===== config.mk =====
export PLATFORM = sky130hd
export DESIGN_NAME = sfifo_core
export DESIGN_NICKNAME = d
export VERILOG_FILES = /design/src/sfifo_pkg.sv /design/src/sfifo_core.sv
export VERILOG_INCLUDE_DIRS = /design/src
export SDC_FILE = /design/constraint.sdc
export NUM_CORES = 1
export LEC_CHECK = 0
export CORE_AREA = 5 5 265 164
export DETAILED_ROUTE_END_ITERATION = 12
export DIE_AREA = 0 0 270 169
export DONT_BUFFER_PORTS = 1
export GPL_TIMING_DRIVEN = 0
export PLACE_DENSITY = 0.78
export SLEW_MARGIN = 20
export SYNTH_ARGS = -nofsm -noshare
export SYNTH_HDL_FRONTEND = slang
export SYNTH_SLANG_ARGS = --single-unit

===== constraint.sdc =====
create_clock -name sys_clk -period 4.98 [get_ports sys_clk]
set_clock_uncertainty 0.1 [all_clocks]
set_input_delay 0.249 -clock sys_clk [delete_from_list [all_inputs] [get_ports sys_clk]]
set_output_delay 0.249 -clock sys_clk [all_outputs]
set_load 0.03 [all_outputs]

===== src/sfifo_cfg.svh =====
// Constants of the synchronous FIFO flag and reset block
`ifndef SFIFO_CFG_SVH
`define SFIFO_CFG_SVH
`define SFIFO_DATA_W 9
`define SFIFO_DEPTH 64
`define SFIFO_EMPTY_OFFSET_RST 7
`define SFIFO_FULL_OFFSET_RST 7
`define SFIFO_DATA_RST 9'h000
`define SFIFO_CLOCK_PERIOD_NS 25
`define SFIFO_FLAG_SKEW_WINDOW_NS 10
`define SFIFO_PARTIAL_FLAG_SKEW_WINDOW_NS 18
`define SFIFO_FLAG_SKEW_CYC ((`SFIFO_FLAG_SKEW_WINDOW_NS + `SFIFO_CLOCK_PERIOD_NS - 1) / `SFIFO_CLOCK_PERIOD_NS)
`define SFIFO_FIRST_WORD_LATENCY_CYC (1 + `SFIFO_FLAG_SKEW_CYC)
`endif


===== src/sfifo_pkg.sv =====
// Types of the synchronous FIFO flag and reset block
package sfifo_pkg;
    typedef enum logic [1:0] {
        MODE_WRITE2 = 2'b01,
        MODE_LOAD = 2'b10
    } sfifo_mode_t;
endpackage : sfifo_pkg


===== src/sfifo_core.sv =====
// Synchronous FIFO with status flags, reset handling and offset loading
//
// Summary of operation
// - Full flag releases on the read's cycle.
// - Empty flag releases on the write's cycle.
// - Clock may run freely during reset.
// - Pin level at reset picks write2 or load.
// - Data outputs low after reset, enable controls drive.
// - First word appears cycle after empty releases.
// - First word latency bound at empty boundary.
// - Almost-empty flag updates on current read cycle.
// - Almost-empty low when occupancy below offset n.
// - Almost-full low at depth minus (m-1).
// - Almost-full threshold is depth minus offset.
// - Almost-full flag updates on current write cycle.
`timescale 1ns/1ps
`include "sfifo_cfg.svh"

module sfifo_core #(
    parameter int DATA_W = `SFIFO_DATA_W,
    parameter int DEPTH = `SFIFO_DEPTH
) (
    // Clock and reset
    input wire logic sys_clk,
    input wire logic rst_n,
    // Write side
    input wire logic writeEn_n,
    input wire logic second_write_enable_or_load,
    input wire logic [DATA_W-1:0] dataIn,
    // Read side
    input wire logic readEn_n,
    input wire logic readEn2_n,
    input wire logic outputEnable_n,
    output logic [DATA_W-1:0] dataOut,
    output logic dataOutEn_n,
    // Status flags
    output logic full_flag_n,
    output logic empty_flag_n,
    output logic almost_full_flag_n,
    output logic almost_empty_flag_n
);
    localparam int AW = $clog2(DEPTH);
    localparam int CW = AW + 1;
    localparam int FRL_CYC = `SFIFO_FIRST_WORD_LATENCY_CYC;
    localparam logic [CW-1:0] DEPTH_C = CW'(DEPTH);

    typedef struct packed {
        sfifo_pkg::sfifo_mode_t mode;
        logic [AW-1:0] wrPtr;
        logic [AW-1:0] rdPtr;
        logic [CW-1:0] count;
        logic [CW-1:0] emptyOffset;
        logic [CW-1:0] fullOffset;
        logic loadWrSel;
        logic loadRdSel;
        logic [DATA_W-1:0] dataOut;
        logic fullN;
        logic emptyN;
        logic almostFullN;
        logic almostEmptyN;
    } sfifo_state_t;

    sfifo_state_t state_q;
    sfifo_state_t state_d;
    logic [DATA_W-1:0] mem [DEPTH];
    logic isLoad;
    logic wrReq;
    logic rdReq;
    logic wrAccept;
    logic rdAccept;
    logic loadWr;
    logic loadRd;
    logic [DATA_W-1:0] rdWord;
    logic [CW-1:0] dataInOff;

    // Request decode; a full or empty FIFO refuses the request
    assign isLoad = (state_q.mode == sfifo_pkg::MODE_LOAD);
    assign wrReq = !writeEn_n && second_write_enable_or_load;
    assign rdReq = !readEn_n && !readEn2_n;
    assign wrAccept = wrReq && state_q.fullN;
    assign rdAccept = rdReq && state_q.emptyN;
    assign loadWr = isLoad && !writeEn_n && !second_write_enable_or_load;
    assign loadRd = isLoad && !readEn_n && !second_write_enable_or_load;
    assign rdWord = mem[state_q.rdPtr];
    assign dataInOff = CW'(dataIn); // Offset-width view of the data bus

    // Storage array write port
    always_ff @(posedge sys_clk) begin
        if (wrAccept) begin
            mem[state_q.wrPtr] <= dataIn;
        end
    end

    // Next-state logic
    always_comb begin
        state_d = state_q;
        if (!rst_n) begin
            // Clocks keep running; all state but the pin-sampled mode holds its reset value
            state_d.wrPtr = '0;
            state_d.rdPtr = '0;
            state_d.count = '0;
            state_d.loadWrSel = 1'b0;
            state_d.loadRdSel = 1'b0;
            state_d.emptyOffset = CW'(`SFIFO_EMPTY_OFFSET_RST);
            state_d.fullOffset = CW'(`SFIFO_FULL_OFFSET_RST);
            state_d.dataOut = `SFIFO_DATA_RST;
            state_d.fullN = 1'b1;
            state_d.emptyN = 1'b0;
            state_d.almostFullN = 1'b1;
            state_d.almostEmptyN = 1'b0;
            // Pin level sampled while reset is held selects its role
            state_d.mode = second_write_enable_or_load ? sfifo_pkg::MODE_WRITE2 : sfifo_pkg::MODE_LOAD;
        end else begin
            if (wrAccept) begin
                state_d.wrPtr = (state_q.wrPtr == AW'(DEPTH - 1)) ? '0 : state_q.wrPtr + AW'(1);
            end
            // Pop presents the word one edge after empty released
            if (rdAccept) begin
                state_d.rdPtr = (state_q.rdPtr == AW'(DEPTH - 1)) ? '0 : state_q.rdPtr + AW'(1);
                state_d.dataOut = rdWord;
            end else if (loadRd) begin
                state_d.dataOut = state_q.loadRdSel ? DATA_W'(state_q.fullOffset) : DATA_W'(state_q.emptyOffset);
                state_d.loadRdSel = !state_q.loadRdSel;
            end
            // Offset loading alternates empty then full offset
            if (loadWr) begin
                if (state_q.loadWrSel) begin
                    state_d.fullOffset = CW'(dataIn);
                end else begin
                    state_d.emptyOffset = CW'(dataIn);
                end
                state_d.loadWrSel = !state_q.loadWrSel;
            end
            case ({wrAccept, rdAccept})
                2'b10: state_d.count = state_q.count + CW'(1);
                2'b01: state_d.count = state_q.count - CW'(1);
                default: state_d.count = state_q.count;
            endcase
            // Single clock: the opposite edge always leads by a full period
            state_d.fullN = (state_d.count != DEPTH_C);
            state_d.emptyN = (state_d.count != '0);
            state_d.almostEmptyN = (state_d.count >= state_d.emptyOffset);
            state_d.almostFullN = (state_d.count <= DEPTH_C - state_d.fullOffset);
        end
    end

    // State register
    always_ff @(posedge sys_clk) begin
        state_q <= state_d;
    end

    // Outputs from the state register; output enable passes straight through
    assign dataOut = state_q.dataOut;
    assign dataOutEn_n = outputEnable_n;
    assign full_flag_n = state_q.fullN;
    assign empty_flag_n = state_q.emptyN;
    assign almost_full_flag_n = state_q.almostFullN;
    assign almost_empty_flag_n = state_q.almostEmptyN;

    // Checks
    a_full_release: assert property (
        @(posedge sys_clk) disable iff (!rst_n)
        (!full_flag_n && rdAccept) |=> full_flag_n)
        else $error("full flag did not release after read");

    a_empty_release: assert property (
        @(posedge sys_clk) disable iff (!rst_n)
        (!empty_flag_n && wrAccept) |=> empty_flag_n)
        else $error("empty flag did not release after write");

    a_reset_flags: assert property (
        @(posedge sys_clk)
        !rst_n |=> (!empty_flag_n && full_flag_n && !almost_empty_flag_n && almost_full_flag_n))
        else $error("flags wrong after reset cycle");

    a_mode_capture: assert property (
        @(posedge sys_clk)
        (!rst_n && !second_write_enable_or_load) |=> (state_q.mode == sfifo_pkg::MODE_LOAD))
        else $error("load mode not taken at reset");

    a_reset_data: assert property (
        @(posedge sys_clk)
        !rst_n |=> (dataOut == `SFIFO_DATA_RST))
        else $error("data output not low after reset");

    a_first_word: assert property (
        @(posedge sys_clk) disable iff (!rst_n)
        rdAccept |=> (dataOut == $past(rdWord)))
        else $error("popped word not presented next cycle");

    a_word_latency: assert property (
        @(posedge sys_clk) disable iff (!rst_n)
        ($rose(empty_flag_n) && rdReq) |-> ##[1:FRL_CYC] (dataOut == $past(rdWord)))
        else $error("first word latency exceeded");

    a_almost_empty: assert property (
        @(posedge sys_clk) disable iff (!rst_n)
        (rdAccept && !wrAccept && !loadWr && state_q.count == state_q.emptyOffset) |=> !almost_empty_flag_n)
        else $error("almost-empty not asserted at offset");

    a_almost_full: assert property (
        @(posedge sys_clk) disable iff (!rst_n)
        (wrAccept && !rdAccept && !loadWr && state_q.count == DEPTH_C - state_q.fullOffset) |=> !almost_full_flag_n)
        else $error("almost-full not asserted at threshold");

    a_ignore_write: assert property (
        @(posedge sys_clk) disable iff (!rst_n)
        (!full_flag_n && wrReq && !rdReq) |=> ($stable(state_q.wrPtr) && !full_flag_n))
        else $error("write accepted while full");

    a_full_set: assert property (
        @(posedge sys_clk) disable iff (!rst_n)
        (wrAccept && !rdAccept && state_q.count == DEPTH_C - CW'(1)) |=> !full_flag_n)
        else $error("full flag not set on last write");

    a_full_hold: assert property (
        @(posedge sys_clk) disable iff (!rst_n)
        (!full_flag_n && !rdAccept) |=> !full_flag_n)
        else $error("full flag released without read");

    a_full_pointers: assert property (
        @(posedge sys_clk) disable iff (!rst_n)
        !full_flag_n |-> (state_q.wrPtr == state_q.rdPtr))
        else $error("pointers differ while full");

    a_empty_set: assert property (
        @(posedge sys_clk) disable iff (!rst_n)
        (rdAccept && !wrAccept && state_q.count == CW'(1)) |=> !empty_flag_n)
        else $error("empty flag not set on last read");

    a_empty_hold: assert property (
        @(posedge sys_clk) disable iff (!rst_n)
        (!empty_flag_n && !wrAccept) |=> !empty_flag_n)
        else $error("empty flag released without write");

    a_empty_pointers: assert property (
        @(posedge sys_clk) disable iff (!rst_n)
        !empty_flag_n |-> (state_q.wrPtr == state_q.rdPtr))
        else $error("pointers differ while empty");

    a_reset_clear: assert property (
        @(posedge sys_clk)
        !rst_n |=> (state_q.count == '0 && state_q.wrPtr == '0 && state_q.rdPtr == '0))
        else $error("pointers not cleared by reset");

    a_mode_write2: assert property (
        @(posedge sys_clk)
        (!rst_n && second_write_enable_or_load) |=> (state_q.mode == sfifo_pkg::MODE_WRITE2))
        else $error("second enable mode not taken at reset");

    a_mode_hold: assert property (
        @(posedge sys_clk)
        rst_n |=> $stable(state_q.mode))
        else $error("pin role changed outside reset");

    a_load_empty_off: assert property (
        @(posedge sys_clk) disable iff (!rst_n)
        (loadWr && !state_q.loadWrSel) |=> (state_q.emptyOffset == $past(dataInOff)))
        else $error("empty offset not loaded");

    a_load_full_off: assert property (
        @(posedge sys_clk) disable iff (!rst_n)
        (loadWr && state_q.loadWrSel) |=> (state_q.fullOffset == $past(dataInOff)))
        else $error("full offset not loaded");

    a_load_no_pop: assert property (
        @(posedge sys_clk) disable iff (!rst_n)
        (loadRd && !rdAccept) |=> $stable(state_q.rdPtr))
        else $error("offset read moved the read pointer");

    a_data_hold: assert property (
        @(posedge sys_clk) disable iff (!rst_n)
        (!rdAccept && !loadRd) |=> $stable(dataOut))
        else $error("data output changed without read");

    a_almost_empty_rise: assert property (
        @(posedge sys_clk) disable iff (!rst_n)
        (wrAccept && !rdAccept && !loadWr && state_q.count == state_q.emptyOffset - CW'(1)) |=> almost_empty_flag_n)
        else $error("almost-empty not released on write");

    a_almost_empty_hold: assert property (
        @(posedge sys_clk) disable iff (!rst_n)
        (!almost_empty_flag_n && !wrAccept && !loadWr) |=> !almost_empty_flag_n)
        else $error("almost-empty released without write");

    a_almost_full_hold: assert property (
        @(posedge sys_clk) disable iff (!rst_n)
        (!almost_full_flag_n && !rdAccept && !loadWr) |=> !almost_full_flag_n)
        else $error("almost-full released without read");

    a_almost_full_rise: assert property (
        @(posedge sys_clk) disable iff (!rst_n)
        (rdAccept && !wrAccept && !loadWr && state_q.count == DEPTH_C - state_q.fullOffset + CW'(1))
        |=> almost_full_flag_n)
        else $error("almost-full not released on read");

    a_count_bound: assert property (
        @(posedge sys_clk) disable iff (!rst_n)
        state_q.count <= DEPTH_C)
        else $error("occupancy above depth");

    a_ignore_read: assert property (
        @(posedge sys_clk) disable iff (!rst_n)
        (!empty_flag_n && rdReq && !wrReq && !loadRd)
        |=> ($stable(state_q.rdPtr) && $stable(dataOut) && !empty_flag_n))
        else $error("read accepted while empty");

endmodule : sfifo_core


Yosys cells after proc, flatten, opt, wreduce, memory -nomap -nowiden
Memory sizes are Yosys's and may differ from the RTL's. A register that Yosys moved wholly into a read port is not among the register bits.
Cells that the tools add are included.
{"block": "word_totals", "reg_bits": 50, "latch_bits": 0, "ram_bits": 576, "romBits": 0, "in_bits": 16, "wordCells": 62, "mem_count": 1}
{"memory": "mem", "depth": 64, "word_bits": 9, "read_ports": 1, "rd_ports_with_merged_regs": 1, "write_ports": 1, "line": "sfifo_core.sv:65", "rtl": "logic [DATA_W-1:0] mem [DEPTH];"}
{"block": "classes", "n_addsub": 5, "n_mul": 0, "n_div": 0, "magnitude_cmp": 2, "n_eq_ne": 7, "n_shift": 0, "muxes": 16, "bitwise": 1, "n_reduce_logical": 17}
{"operator": "15-bit 2-to-1 mux", "n": 2}
{"operator": "7-bit 2-to-1 mux", "n": 4}
{"operator": "6-bit 2-to-1 mux", "n": 4}
{"operator": "9-bit 2-to-1 mux", "n": 2}
{"operator": "7-bit case mux with 2 select lines", "n": 1}
{"operator": "6-bit by 1-bit adder with 6-bit output (second input constant)", "n": 2}
{"operator": "6-bit equality test (second input constant)", "n": 2}
{"operator": "1-bit logical AND", "n": 8}
{"operator": "7-bit by 1-bit adder with 7-bit output (second input constant)", "n": 1}
{"operator": "7-bit >= comparator", "n": 1}
{"operator": "7-bit less-or-equal comparator", "n": 1}
{"operator": "7-bit inequality test (second input constant)", "n": 1}
{"operator": "7-bit nonzero test", "n": 1}
{"operator": "7-bit by 1-bit subtractor with 7-bit output (second input constant)", "n": 1}
{"operator": "7-bit subtractor (first input constant)", "n": 1}
{"operator": "1-bit zero test", "n": 6}
{"operator": "2-bit equality test (second input constant)", "n": 2}
{"operator": "2-bit by 1-bit equality test with 1-bit output (second input constant)", "n": 1}
{"operator": "1-bit 2-to-1 mux", "n": 2}
{"operator": "2-bit 2-to-1 mux", "n": 1}
{"operator": "2-bit by 1-bit inequality test with 1-bit output (second input constant)", "n": 1}
{"operator": "2-bit AND reduction", "n": 1}
{"operator": "2-bit nonzero test", "n": 1}
{"operator": "1-bit inverter", "n": 1}

Depth between registers and ports, before layout
Gate-level depths: netlist of run 1.
{"block": "logic_depth", "word_depth": 7, "depth_mapped": 18, "depth_no_buf": 17}

Least setup slack after synthesis of run 1
No wires, ideal clock.
{"block": "synth_timing", "path_type": "reg-to-reg", "startpoint": "register state_q, in the netlist empty_flag_n", "endpoint": "register state_q, in the netlist almost_full_flag_n", "t_arrival_ps": 3632, "required_time_ps": 4798, "path_slack_ps": 1166, "stages_incl_launch_ff": 19, "n_path_buf": 3, "period_less_slack_ps": 3814, "cell_sequence": "dfxtp_1 -> or3b_1 -> clkbuf_1 -> inv_2 -> clkbuf_1 -> ha_1 -> clkbuf_1 -> a21oi_1 -> xnor2_1 -> nor2_1 -> xnor2_1 -> inv_1 -> ha_1 -> o21ai_0 -> nand2b_1 -> a211oi_1 -> nor2_1 -> a22o_1 -> o221ai_1"}
{"block": "synth_via", "elab_chain_cells": 5}
{"item": "from (decl)", "line": "sfifo_core.sv:63", "rtl": "sfifo_state_t state_q;"}
{"item": "from (signal assigned)", "line": "sfifo_core.sv:149", "rtl": "state_q <= state_d;"}
{"item": "1-bit logical AND (*)", "line": "sfifo_core.sv:81", "rtl": "assign rdAccept = rdReq && state_q.emptyN;"}
{"item": "2-bit by 1-bit equality test with 1-bit output or 2-bit equality test (tied branches)", "line": "sfifo_core.sv:134", "rtl": "case ({wrAccept, rdAccept})"}
{"item": "7-bit case mux with 2 select lines (*)", "line": "sfifo_core.sv:134"}
{"item": "7-bit 2-to-1 mux (*)", "line": "sfifo_core.sv:97", "rtl": "if (!rst_n) begin"}
{"item": "7-bit less-or-equal comparator (*)", "line": "sfifo_core.sv:143", "rtl": "state_d.almostFullN = (state_d.count <= DEPTH_C - state_d.fullOffset);"}
Mark *: on every way between the ends. The rest lies on a longest branch, timed or not. The select of a mux whose other input is x is not followed.
A chain may end at the register's enable or synchronous reset.

Worst setup path after layout of run 1
Ends and elaborated chain as after synthesis.

==> run_results.csv, run 1 <==
group,metric,value,unit
placed_design,dp_cells,1855,
placed_design,globalplace.congestion,0.917,
floorplanning,rows,58,
synth,yosysSeqAreaShare,73.0,%
timing,fmax,221,MHz
floorplanning,initial_core_util,61.6,%
final_layout,final_cells,1976,
routing,routed_wl,60100,um
critical_path,r2r_start,"empty_flag_n",
timing,slew_headroom,17.0,%
clock_tree,path_clk_slew,70,ps
timing,rsz0062_at_grt,"no",
clock_tree,post_cts_buffers,0,
critical_path,cp-start-kind,"flip-flop",
worst_hold_path,worstHoldStart,"readEn2_n",
timing,report.final.setup_viol,0,
critical_path,slowest_stage,"dfxtp_1",
critical_path,cp-end-kind,"flip-flop",
critical_path,r2r_slack,450,ps
critical_path,worst-path-buf-inv,4,
synth,syn-cell-area,25300,um^2
global_routing,grt_max_degree,67,
clock_tree,clk_latency,610,ps
synth,ys_warn_count,0,
worst_hold_path,hold_depth,3,
synth,async_flop_share,0,%
pwr,ir_drop,0.291,mV
critical_path,cp.arrival,4910,ps
clock_tree,cts_tree,"done",
final_layout,layout-drive-gt1-share,21.6,%
critical_path,cp_cell_sequence,"or3b_1 -> clkbuf_1 -> inv_2 -> ha_1 -> clkbuf_1 -> a21oi_1 -> xnor2_1 -> nor2_1 -> xnor2_1 -> inv_1 -> ha_1 -> o21ai_0 -> nand2b_1 -> a211oi_1 -> nor2_1 -> a22o_1 -> o221ai_1",
critical_path,path_class,"reg2reg",
routing,drtIter0Drc,1762,
routing,wl_per_cell,30.4,um
timing,tns,0,ps
timing,worst_pin_slew,1210,ps
critical_path,critPathTopFamily,"compound AO/OA/AOI/OAI gates",
final_layout,diodes,0,
worst_hold_path,hold_class,"in2reg",
pwr,power_density,374,nW/um^2
synth,synth_flop_cell,"edfxtp_1",
placed_design,hpwl,37400,um
status,status,"finished clean",
placed_design,dpl_cell_area,26000,um^2
synth,synth-edff-count,578,
global_routing,antenna_found_initial,3,
timing,hold_viol,0,
timing,period_share,91.1,%
routing,firstDrtPassIters,5,
worst_hold_path,hold_end,"state_q[13]",
synth,syn_nets,1341,
global_routing,first_global_vias,12900,
timing,maxSlewViolCount,0,
routing,route.detailed.drc,0,
synth,synth_area_leaders,"edfxtp_1 69%, mux4_2 15%, dfxtp_1 4.3%",
final_layout,fin_area,28100,um^2
floorplanning,dieWidth,270,um
routing,final_antenna_net_count,0,
global_routing,grt_usage,26.5,%
clock_tree,cts_made_buffers,54,
synth,avgSynthCellArea,19.3,um^2
critical_path,max_stage_delay,540,ps
synth,ys_types,58,
floorplanning,die_h,169,um
floorplanning,core_area,41000,um^2
floorplanning,fp.dieArea,45600,um^2
critical_path,worst-path-max-fanout,13,
routing,via_per_inst,6.70,
synth,yosys.area.top_type,"edfxtp_1",
synth,yosysTopAreaCellShare,68.7,%
global_routing,overflow,0,
synth,synth.top_cells.by_count,"578 x edfxtp_1, 166 x mux4_2, 122 x nor2_1",
critical_path,rr_endpoint,"almost_full_flag_n",
routing,route.vias.total,13200,
synth,synthCells,1310,
critical_path,reg2reg_depth,17,
final_layout,fin_nets,1422,
timing,min_period,4530,ps
placed_design,preCtsSetupSlack,271,ps
placed_design,io_buffers,0,
global_routing,grt_pass1_wl,87800,um
clock_tree,ctsResizeCount,0,
clock_tree,cts_sinks,632,
timing,whs,153,ps
synth,yosysMostFrequentCell,"edfxtp_1",
clock_tree,cts.root.buffer_cell,"clkbuf_16",
floorplanning,num_io_pins,30,
clock_tree,clock_path_buffers,3,
critical_path,required,5350,ps
flow_run,max-cap-violations,0,
timing,worst_slack,445,ps
clock_tree,htree_levels,2,
pwr,p_leak,0.00862,uW
final_layout,syn_to_final_growth,11.2,%
synth,ys_ff_latch,632,
through the flow:
step | util, % | total power [uW]
5_1_grt | 68.5 | 10800
6_report | 68.5 | 10500
3_3_place_gp | 63.2 | 6400
2_1_floorplan | - | 6290
4_1_cts | 68.5 | 10500
3_5_place_dp | 63.4 | 6410
registers in the layout, indices dropped and copies added (netlist names), named ones only:
name	cells
almost_empty_flag_n	1
almost_full_flag_n	1
dataOut	9
empty_flag_n	1
full_flag_n	1
mem	576
state_q	37
how the worst max path moves through the flow:
stage	slack, ps	to	start	depth (start not counted)
floorplan	1170	almost_full_flag_n	empty_flag_n	18
global placement	320	almost_full_flag_n	empty_flag_n	18
detailed placement	270	almost_full_flag_n	empty_flag_n	18
CTS	220	almost_full_flag_n	empty_flag_n	18
global route	180	almost_full_flag_n	empty_flag_n	17
finish	450	almost_full_flag_n	empty_flag_n	17
layout by cell type (no fill, tap or decap), drive strengths merged, types with 15 or more instances in the layout:
cell type / Yosys / final
edfxtp: 578 / 578
mux4: 166 / 166
nor2: 122 / 122
clkbuf: 40 / 117
dfxtp: 54 / 54
buf: 40 / 54
nand2: 45 / 45
mux2i: 42 / 42
a2111oi: 21 / 21
clkinv: 2 / 21
nor2b: 18 / 18
nand3: 16 / 16
ha: 15 / 15
o21ai: 15 / 15
report_power, final:
part           leakage (uW)  switching (uW)  internal (uW)
combinational       0.00216             347            241
sequential          0.00563            22.7           5800
clock              0.000821            1860           2240
repair_timing:
| action | CTS | global route |
|---|---|---|
| endpoints found under the setup margin | 0 | 1 |
| hold endpoints to repair | 606 | 0 |
| hold buffers | 21 | 0 |
layer usage:
layer	GRT usage, %	wire, um	part of all wire, %
met1	40.6	24900	41
met2	37.4	26000	43
met3	10.6	8120	13
met5	0	69	0.11
met4	4.56	1090	1.8
kinds of logic after synthesis:
| logic type | Yosys count | synth area share [%] |
|---|---|---|
| xor+xnor | 23 | 0.798 |
| mux | 218 | 16.9 |
| buf+inv | 93 | 1.74 |
| flops | 632 | 73.0 |
| simple gates | 251 | 4.57 |
| compound gates | 77 | 2.18 |
| fa+ha+maj | 16 | 0.783 |
final cells by class:
class	instances	area (um^2)
Tap cell	540	676
Fill cell	2530	12900
Buffer	79	389
Clock inverter	23	204
Timing Repair Buffer	26	405
Clock buffer	78	1490
Multi-Input combinational cell	585	6430
Inverter	13	48.8
Sequential cell	632	18400
worst reg2reg max path: stages, from the launching register on:
cell      delay (ps)
dfxtp_1          540
or3b_1           380
clkbuf_1         230
inv_2            270
ha_1             310
clkbuf_1         390
a21oi_1          150
xnor2_1          170
nor2_1            70
xnor2_1          300
inv_1            120
ha_1             300
o21ai_0           80
nand2b_1         100
a211oi_1         330
nor2_1            90
a22o_1           240
o221ai_1         250
(Power assumes the default switching activity.)
==> inputs of run 2 (changes only) <==
==> constraint.sdc (replaced) <==
create_clock -name sys_clk -period 4.3 [get_ports sys_clk]
set_clock_uncertainty 0.1 [all_clocks]
set_input_delay 0.215 -clock sys_clk [delete_from_list [all_inputs] [get_ports sys_clk]]
set_output_delay 0.215 -clock sys_clk [all_outputs]
set_load 0.03 [all_outputs]
==> run 2 against run 1 <==
The flow now finishes with violations (hold timing). Global-route usage unchanged. Largest cell class unchanged. Final cell count increased by 0.30%. Sequential power rose by 16%. Worst hold slack worse by 160 ps. Count of clock-buffer cells in the layout stayed put. Sequential share of layout area decreased by 0.14 points. Clock power up 16%.
==> run_results.csv, run 2 (synthesis results as in run 1) <==
group,metric,value,unit
pwr,comb_power_share,5.6,%
final_layout,largest_reg_flops,576,
final_layout,regMostFlops,"mem",
clock_tree,clock_path_buffers,3,
critical_path,path_class,"reg2reg",
final_layout,fin_area,28100,um^2
pwr,power_density,433,nW/um^2
final_layout,fin_nets,1424,
pwr,power_frac_seq,55.4,%
routing,route.detailed.drc,0,
placed_design,dpl_cell_area,26000,um^2
clock_tree,path_clk_slew,60,ps
timing,report.final.setup_viol,0,
global_routing,overflow,0,
timing,period_share,98.2,%
critical_path,required,4640,ps
routing,drtIter0Drc,1865,
critical_path,cp.arrival,4560,ps
pwr,p_leak,0.00864,uW
critical_path,cp-start-kind,"flip-flop",
placed_design,hpwl,37400,um
final_layout,multi_input_area,6450,um^2
final_layout,layout_common_cells,"578 x edfxtp_1, 166 x mux4_2, 121 x nor2_1",
clock_tree,cts_made_buffers,54,
critical_path,cp-end-kind,"flip-flop",
timing,whs,-10.3,ps
floorplanning,fp.dieArea,45600,um^2
placed_design,globalplace.congestion,0.917,
pwr,swShare,21.2,%
timing,fmax,237,MHz
timing,slew_headroom,20.8,%
final_layout,syn_to_final_growth,11.5,%
global_routing,grt_pass1_wl,87800,um
worst_hold_path,worstHoldStart,"readEn_n",
timing,worst_slack,77.6,ps
timing,min_period,4220,ps
critical_path,cp_cell_sequence,"buf_2 -> buf_2 -> buf_1 -> mux4_2 -> a2111oi_1 -> a2111oi_0 -> a2111oi_0 -> nor2_1",
global_routing,grt_usage,26.5,%
critical_path,critPathTopFamily,"compound AO/OA/AOI/OAI gates",
pwr,ir_drop,0.334,mV
timing,hold_viol,1,
clock_tree,cts_tree,"done",
floorplanning,dieWidth,270,um
floorplanning,initial_core_util,61.6,%
clock_tree,clk_latency,600,ps
floorplanning,die_h,169,um
critical_path,worst-path-buf-inv,3,
pwr,clockPowerShare,39.0,%
floorplanning,rows,58,
worst_hold_path,hold_class,"in2reg",
floorplanning,num_io_pins,30,
clock_tree,htree_levels,2,
final_layout,fillers,2521,
flow_run,max-cap-violations,0,
global_routing,grt_max_degree,67,
global_routing,antenna_found_initial,3,
status,violations,"hold timing",
final_layout,layout-drive-gt1-share,22.3,%
routing,final_antenna_net_count,0,
pwr,p_sw,2580,uW
placed_design,io_buffers,0,
routing,firstDrtPassIters,5,
timing,worst_pin_slew,1190,ps
timing,maxSlewViolCount,0,
clock_tree,cts_sinks,632,
routing,route.vias.total,13200,
floorplanning,core_area,41000,um^2
final_layout,seq_area,18400,um^2
routing,routed_wl,60100,um
routing,via_per_inst,6.67,
timing,rsz0062_at_grt,"no",
clock_tree,cts.root.buffer_cell,"clkbuf_16",
critical_path,slowest_stage,"a2111oi_1",
pwr,p_int,9610,uW
status,status,"complete, but fails checks",
final_layout,final_common_cell,"edfxtp_1",
routing,wl_per_cell,30.3,um
critical_path,worst-path-max-fanout,10,
critical_path,max_stage_delay,920,ps
placed_design,preCtsSetupSlack,-409,ps
global_routing,first_global_vias,12900,
run 2: layout make-up:
type | instances | share of cell area, %
antenna | 4 | 0.0356
buffer | 79 | 1.42
clock buffer | 78 | 5.31
clock inverter | 23 | 0.725
inverter | 13 | 0.187
multi-input combinational | 585 | 22.9
sequential | 632 | 65.5
tap | 540 | 2.40
timing repair buffer | 28 | 1.50
run 2: metal layers:
layer,vias up,share of wire [%],GRT usage [%]
met4,10,1.7,4.56
met3,106,14,10.6
met1,6834,41,40.6
met5,-,0.31,0
li1,5463,-,-
met2,805,43,37.4
run 2: timing repair:
item	CTS	global route
buffers inserted	0	1
hold buffers	21	1
hold endpoints to repair	606	1
setup endpoints to repair	2	4
pin swaps	0	0
gates resized for setup	4	10
run 2: stage by stage:
step	utilization (%)	std cells	setup TNS [ps]	total power, uW	hold slack (ps)
3_3_place_gp	63.2	1850	-550	7410	214
6_report	68.6	1982	0	12200	-10.3
3_5_place_dp	63.4	1855	-624	7420	214
5_1_grt	68.6	1978	0	12600	11.0
4_1_cts	68.5	1977	0	12200	76.6
2_1_floorplan	-	1310	0	7280	214
run 2: power groups by stage:
stage | clock, uW | combinational, uW | sequential [uW]
3_3_place_gp | 0 | 529 | 6880
3_5_place_dp | 0 | 541 | 6880
5_1_grt | 5080 | 736 | 6750
4_1_cts | 4790 | 676 | 6750
2_1_floorplan | 0 | 402 | 6880
6_report | 4750 | 686 | 6750
run 2: worst paths after layout:
path | end | slack (ps) | cells after the start
hold / removal | state_q[37] | -10 | 3
setup reg to reg | dataOut[2] | 80 | 8
hold reg to reg | state_q[37] | 430 | 2
setup / recovery | dataOut[2] | 80 | 8
run 2: worst register-to-register path: stages, from the launching register on:
cell and delay (ps):
dfxtp_1 310, buf_2 320, buf_2 320, buf_1 710, mux4_2 500, a2111oi_1 920, a2111oi_0 330, a2111oi_0 510
nor2_1 80
==> inputs of run 3 (changes only) <==
--- a/config.mk
+++ b/config.mk
@@ -6,12 +6,13 @@
 export SDC_FILE = /design/constraint.sdc
 export NUM_CORES = 1
 export LEC_CHECK = 0
+export ABC_CLOCK_PERIOD_IN_PS = 4300
+export BUFFER_PORTS_ARGS = -buffer_cell sky130_fd_sc_hd__buf_2
 export CORE_AREA = 5 5 265 164
 export DETAILED_ROUTE_END_ITERATION = 12
 export DIE_AREA = 0 0 270 169
-export DONT_BUFFER_PORTS = 1
 export GPL_TIMING_DRIVEN = 0
-export PLACE_DENSITY = 0.78
+export PLACE_DENSITY = 0.79
 export SLEW_MARGIN = 20
 export SYNTH_ARGS = -nofsm -noshare
 export SYNTH_HDL_FRONTEND = slang
==> constraint.sdc (replaced) <==
create_clock -name sys_clk -period 4.3 [get_ports sys_clk]
set_clock_uncertainty 0.1 [all_clocks]
set_input_delay 0.86 -clock sys_clk [delete_from_list [all_inputs] [get_ports sys_clk]]
set_output_delay 0.86 -clock sys_clk [all_outputs]
set_load 0.03 [all_outputs]
==> run 3 against run 2 <==
Count of clock-buffer cells in the layout decreased by 9. Final cell count decreased by 0.20%. Register-to-register slack improved by 96 ps. Largest cell class unchanged. Flip-flop and latch count unchanged. Combinational power decreased by 2%. The flow now finishes without violations. Design area decreased by 1.4%. Critical path depth unchanged. Worst hold slack improved by 430 ps. Setup slack improved by 96 ps.
==> run_results.csv, run 3 (synthesis results as in run 1) <==
group,metric,value,unit
global_routing,first_global_vias,13100,
pwr,power_density,427,nW/um^2
global_routing,antenna_found_initial,0,
routing,route.detailed.drc,0,
critical_path,rr_endpoint,"dataOut[5]",
final_layout,regMostFlops,"mem",
global_routing,grt_max_degree,70,
critical_path,required,4630,ps
global_routing,grt_usage,26.3,%
floorplanning,fp.dieArea,45600,um^2
floorplanning,num_io_pins,30,
placed_design,dp_cells,1886,
floorplanning,dieWidth,270,um
flow_run,max-cap-violations,0,
clock_tree,clk_latency,590,ps
clock_tree,htree_levels,2,
worst_hold_path,hold_class,"in2reg",
critical_path,r2r_slack,170,ps
routing,final_antenna_net_count,0,
floorplanning,core_area,41000,um^2
timing,period_share,96.0,%
final_layout,layout-drive-gt1-share,23.2,%
final_layout,diodes,0,
worst_hold_path,hold_depth,1,
final_layout,syn_to_final_growth,9.94,%
final_layout,fillers,2539,
final_layout,final_cells,1978,
critical_path,cp.arrival,4460,ps
critical_path,cp_cell_sequence,"buf_2 -> buf_2 -> buf_1 -> mux4_2 -> a2111oi_0 -> a2111oi_0 -> a2111oi_0 -> nor2_1",
placed_design,preCtsSetupSlack,-797,ps
pwr,ir_drop,0.417,mV
clock_tree,post_cts_buffers,0,
timing,worst_slack,173,ps
routing,routed_wl,59600,um
floorplanning,initial_core_util,61.6,%
timing,maxSlewViolCount,0,
placed_design,hpwl,37700,um
timing,slew_headroom,25.2,%
worst_hold_path,worstHoldStart,"second_write_enable_or_load",
pwr,p_leak,0.00854,uW
timing,min_period,4130,ps
final_layout,final_util,67.7,%
clock_tree,clock_path_buffers,3,
critical_path,worst-path-max-fanout,10,
routing,route.vias.total,13300,
final_layout,fin_nets,1434,
clock_tree,path_clk_slew,60,ps
placed_design,io_buffers,28,
placed_design,globalplace.congestion,0.915,
pwr,power,11800,uW
timing,fmax,242,MHz
status,status,"finished clean",
global_routing,grt_pass1_wl,88200,um
global_routing,overflow,0,
timing,rsz0062_at_grt,"no",
final_layout,largest_reg_flops,576,
timing,worst_pin_slew,1120,ps
clock_tree,cts_tree,"done",
critical_path,reg2reg_depth,8,
floorplanning,die_h,169,um
clock_tree,cts_sinks,632,
routing,firstDrtPassIters,7,
timing,report.final.setup_viol,0,
routing,wl_per_cell,30.1,um
critical_path,cp-end-kind,"flip-flop",
critical_path,max_stage_delay,970,ps
clock_tree,cts_made_buffers,54,
timing,whs,416,ps
critical_path,slowest_stage,"a2111oi_0",
clock_tree,hold_buffers,0,
timing,hold_viol,0,
routing,via_per_inst,6.70,
critical_path,cp-start-kind,"flip-flop",
final_layout,final_common_cell,"edfxtp_1",
final_layout,layout_common_cells,"578 x edfxtp_1, 166 x mux4_2, 122 x nor2_1",
worst_hold_path,hold_end,"state_q[48]",
clock_tree,cts.root.buffer_cell,"clkbuf_16",
routing,drtIter0Drc,1817,
critical_path,critPathMostFrequentCell,"a2111oi_0",
critical_path,path_class,"reg2reg",
floorplanning,rows,58,
run 3: changes by cell type in the layout (fill, tap and decap cells not counted), moves of 2 or more:
cell and change:
buf_16 -9, buf_2 +19, buf_4 +10, bufinv_16 -3, clkbuf_1 -5, clkbuf_16 -2
clkinv_1 +2, diode_2 -4, dlygate4sd3_1 -13
run 3: per-layer routing:
layer	GRT usage, %	up-vias	routed length [um]
li1	-	5470	-
met1	41.8	6883	25200
met2	37.4	799	25900
met3	7.82	102	7360
met4	4.83	0	1120
met5	0	-	0
run 3: power breakdown:
group / switching (uW) / total (uW) / leakage, uW / internal (uW)
registers: 19.0 / 6740 / 0.00563 / 6720
clock network: 2130 / 4430 / 0.000738 / 2290
logic: 409 / 674 / 0.00217 / 265
run 3: worst max path at each step:
stage	slack (ps)	to	cells after the start	from
2_1_floorplan	130	almost_full_flag_n	18	readEn_n
3_3_place_gp	-760	almost_full_flag_n	19	readEn2_n
3_5_place_dp	-800	almost_full_flag_n	19	readEn2_n
4_1_cts	70	dataOut[4]	8	flip-flop
5_1_grt	10	dataOut[4]	8	flip-flop
6_report	170	dataOut[5]	8	flip-flop
run 3: area by class of cell:
class	count	area, um^2	share of cell area [%]
buffer	79	392	1.41
multi-input combinational	585	6440	23.2
inverter	13	55.1	0.198
sequential	632	18400	66.4
timing repair buffer	38	245	0.883
clock buffer	69	1410	5.07
tap	540	676	2.43
clock inverter	22	108	0.388
run 3: per-stage QoR:
stage / setup TNS [ps] / area (um^2)
5_1_grt: 0 / 27800
4_1_cts: 0 / 27700
2_1_floorplan: 0 / 25300
3_5_place_dp: -1340 / 26200
6_report: 0 / 27800
3_3_place_gp: -3480 / 26100
run 3: worst max-delay path: cells and delay by family (launching register included):
kind                   cells  cell delay [ps]
muxes                      1              490
and+or+nand+nor            1               70
AOI/OAI and AO/OA          3             1640
DFF                        1              310
buffers and inverters      3             1360
run 3: repair_timing:
| item | CTS | global route |
|---|---|---|
| setup endpoints to repair | 1 | 2 |
| pin swaps | 0 | 0 |
| gates resized for setup | 0 | 10 |
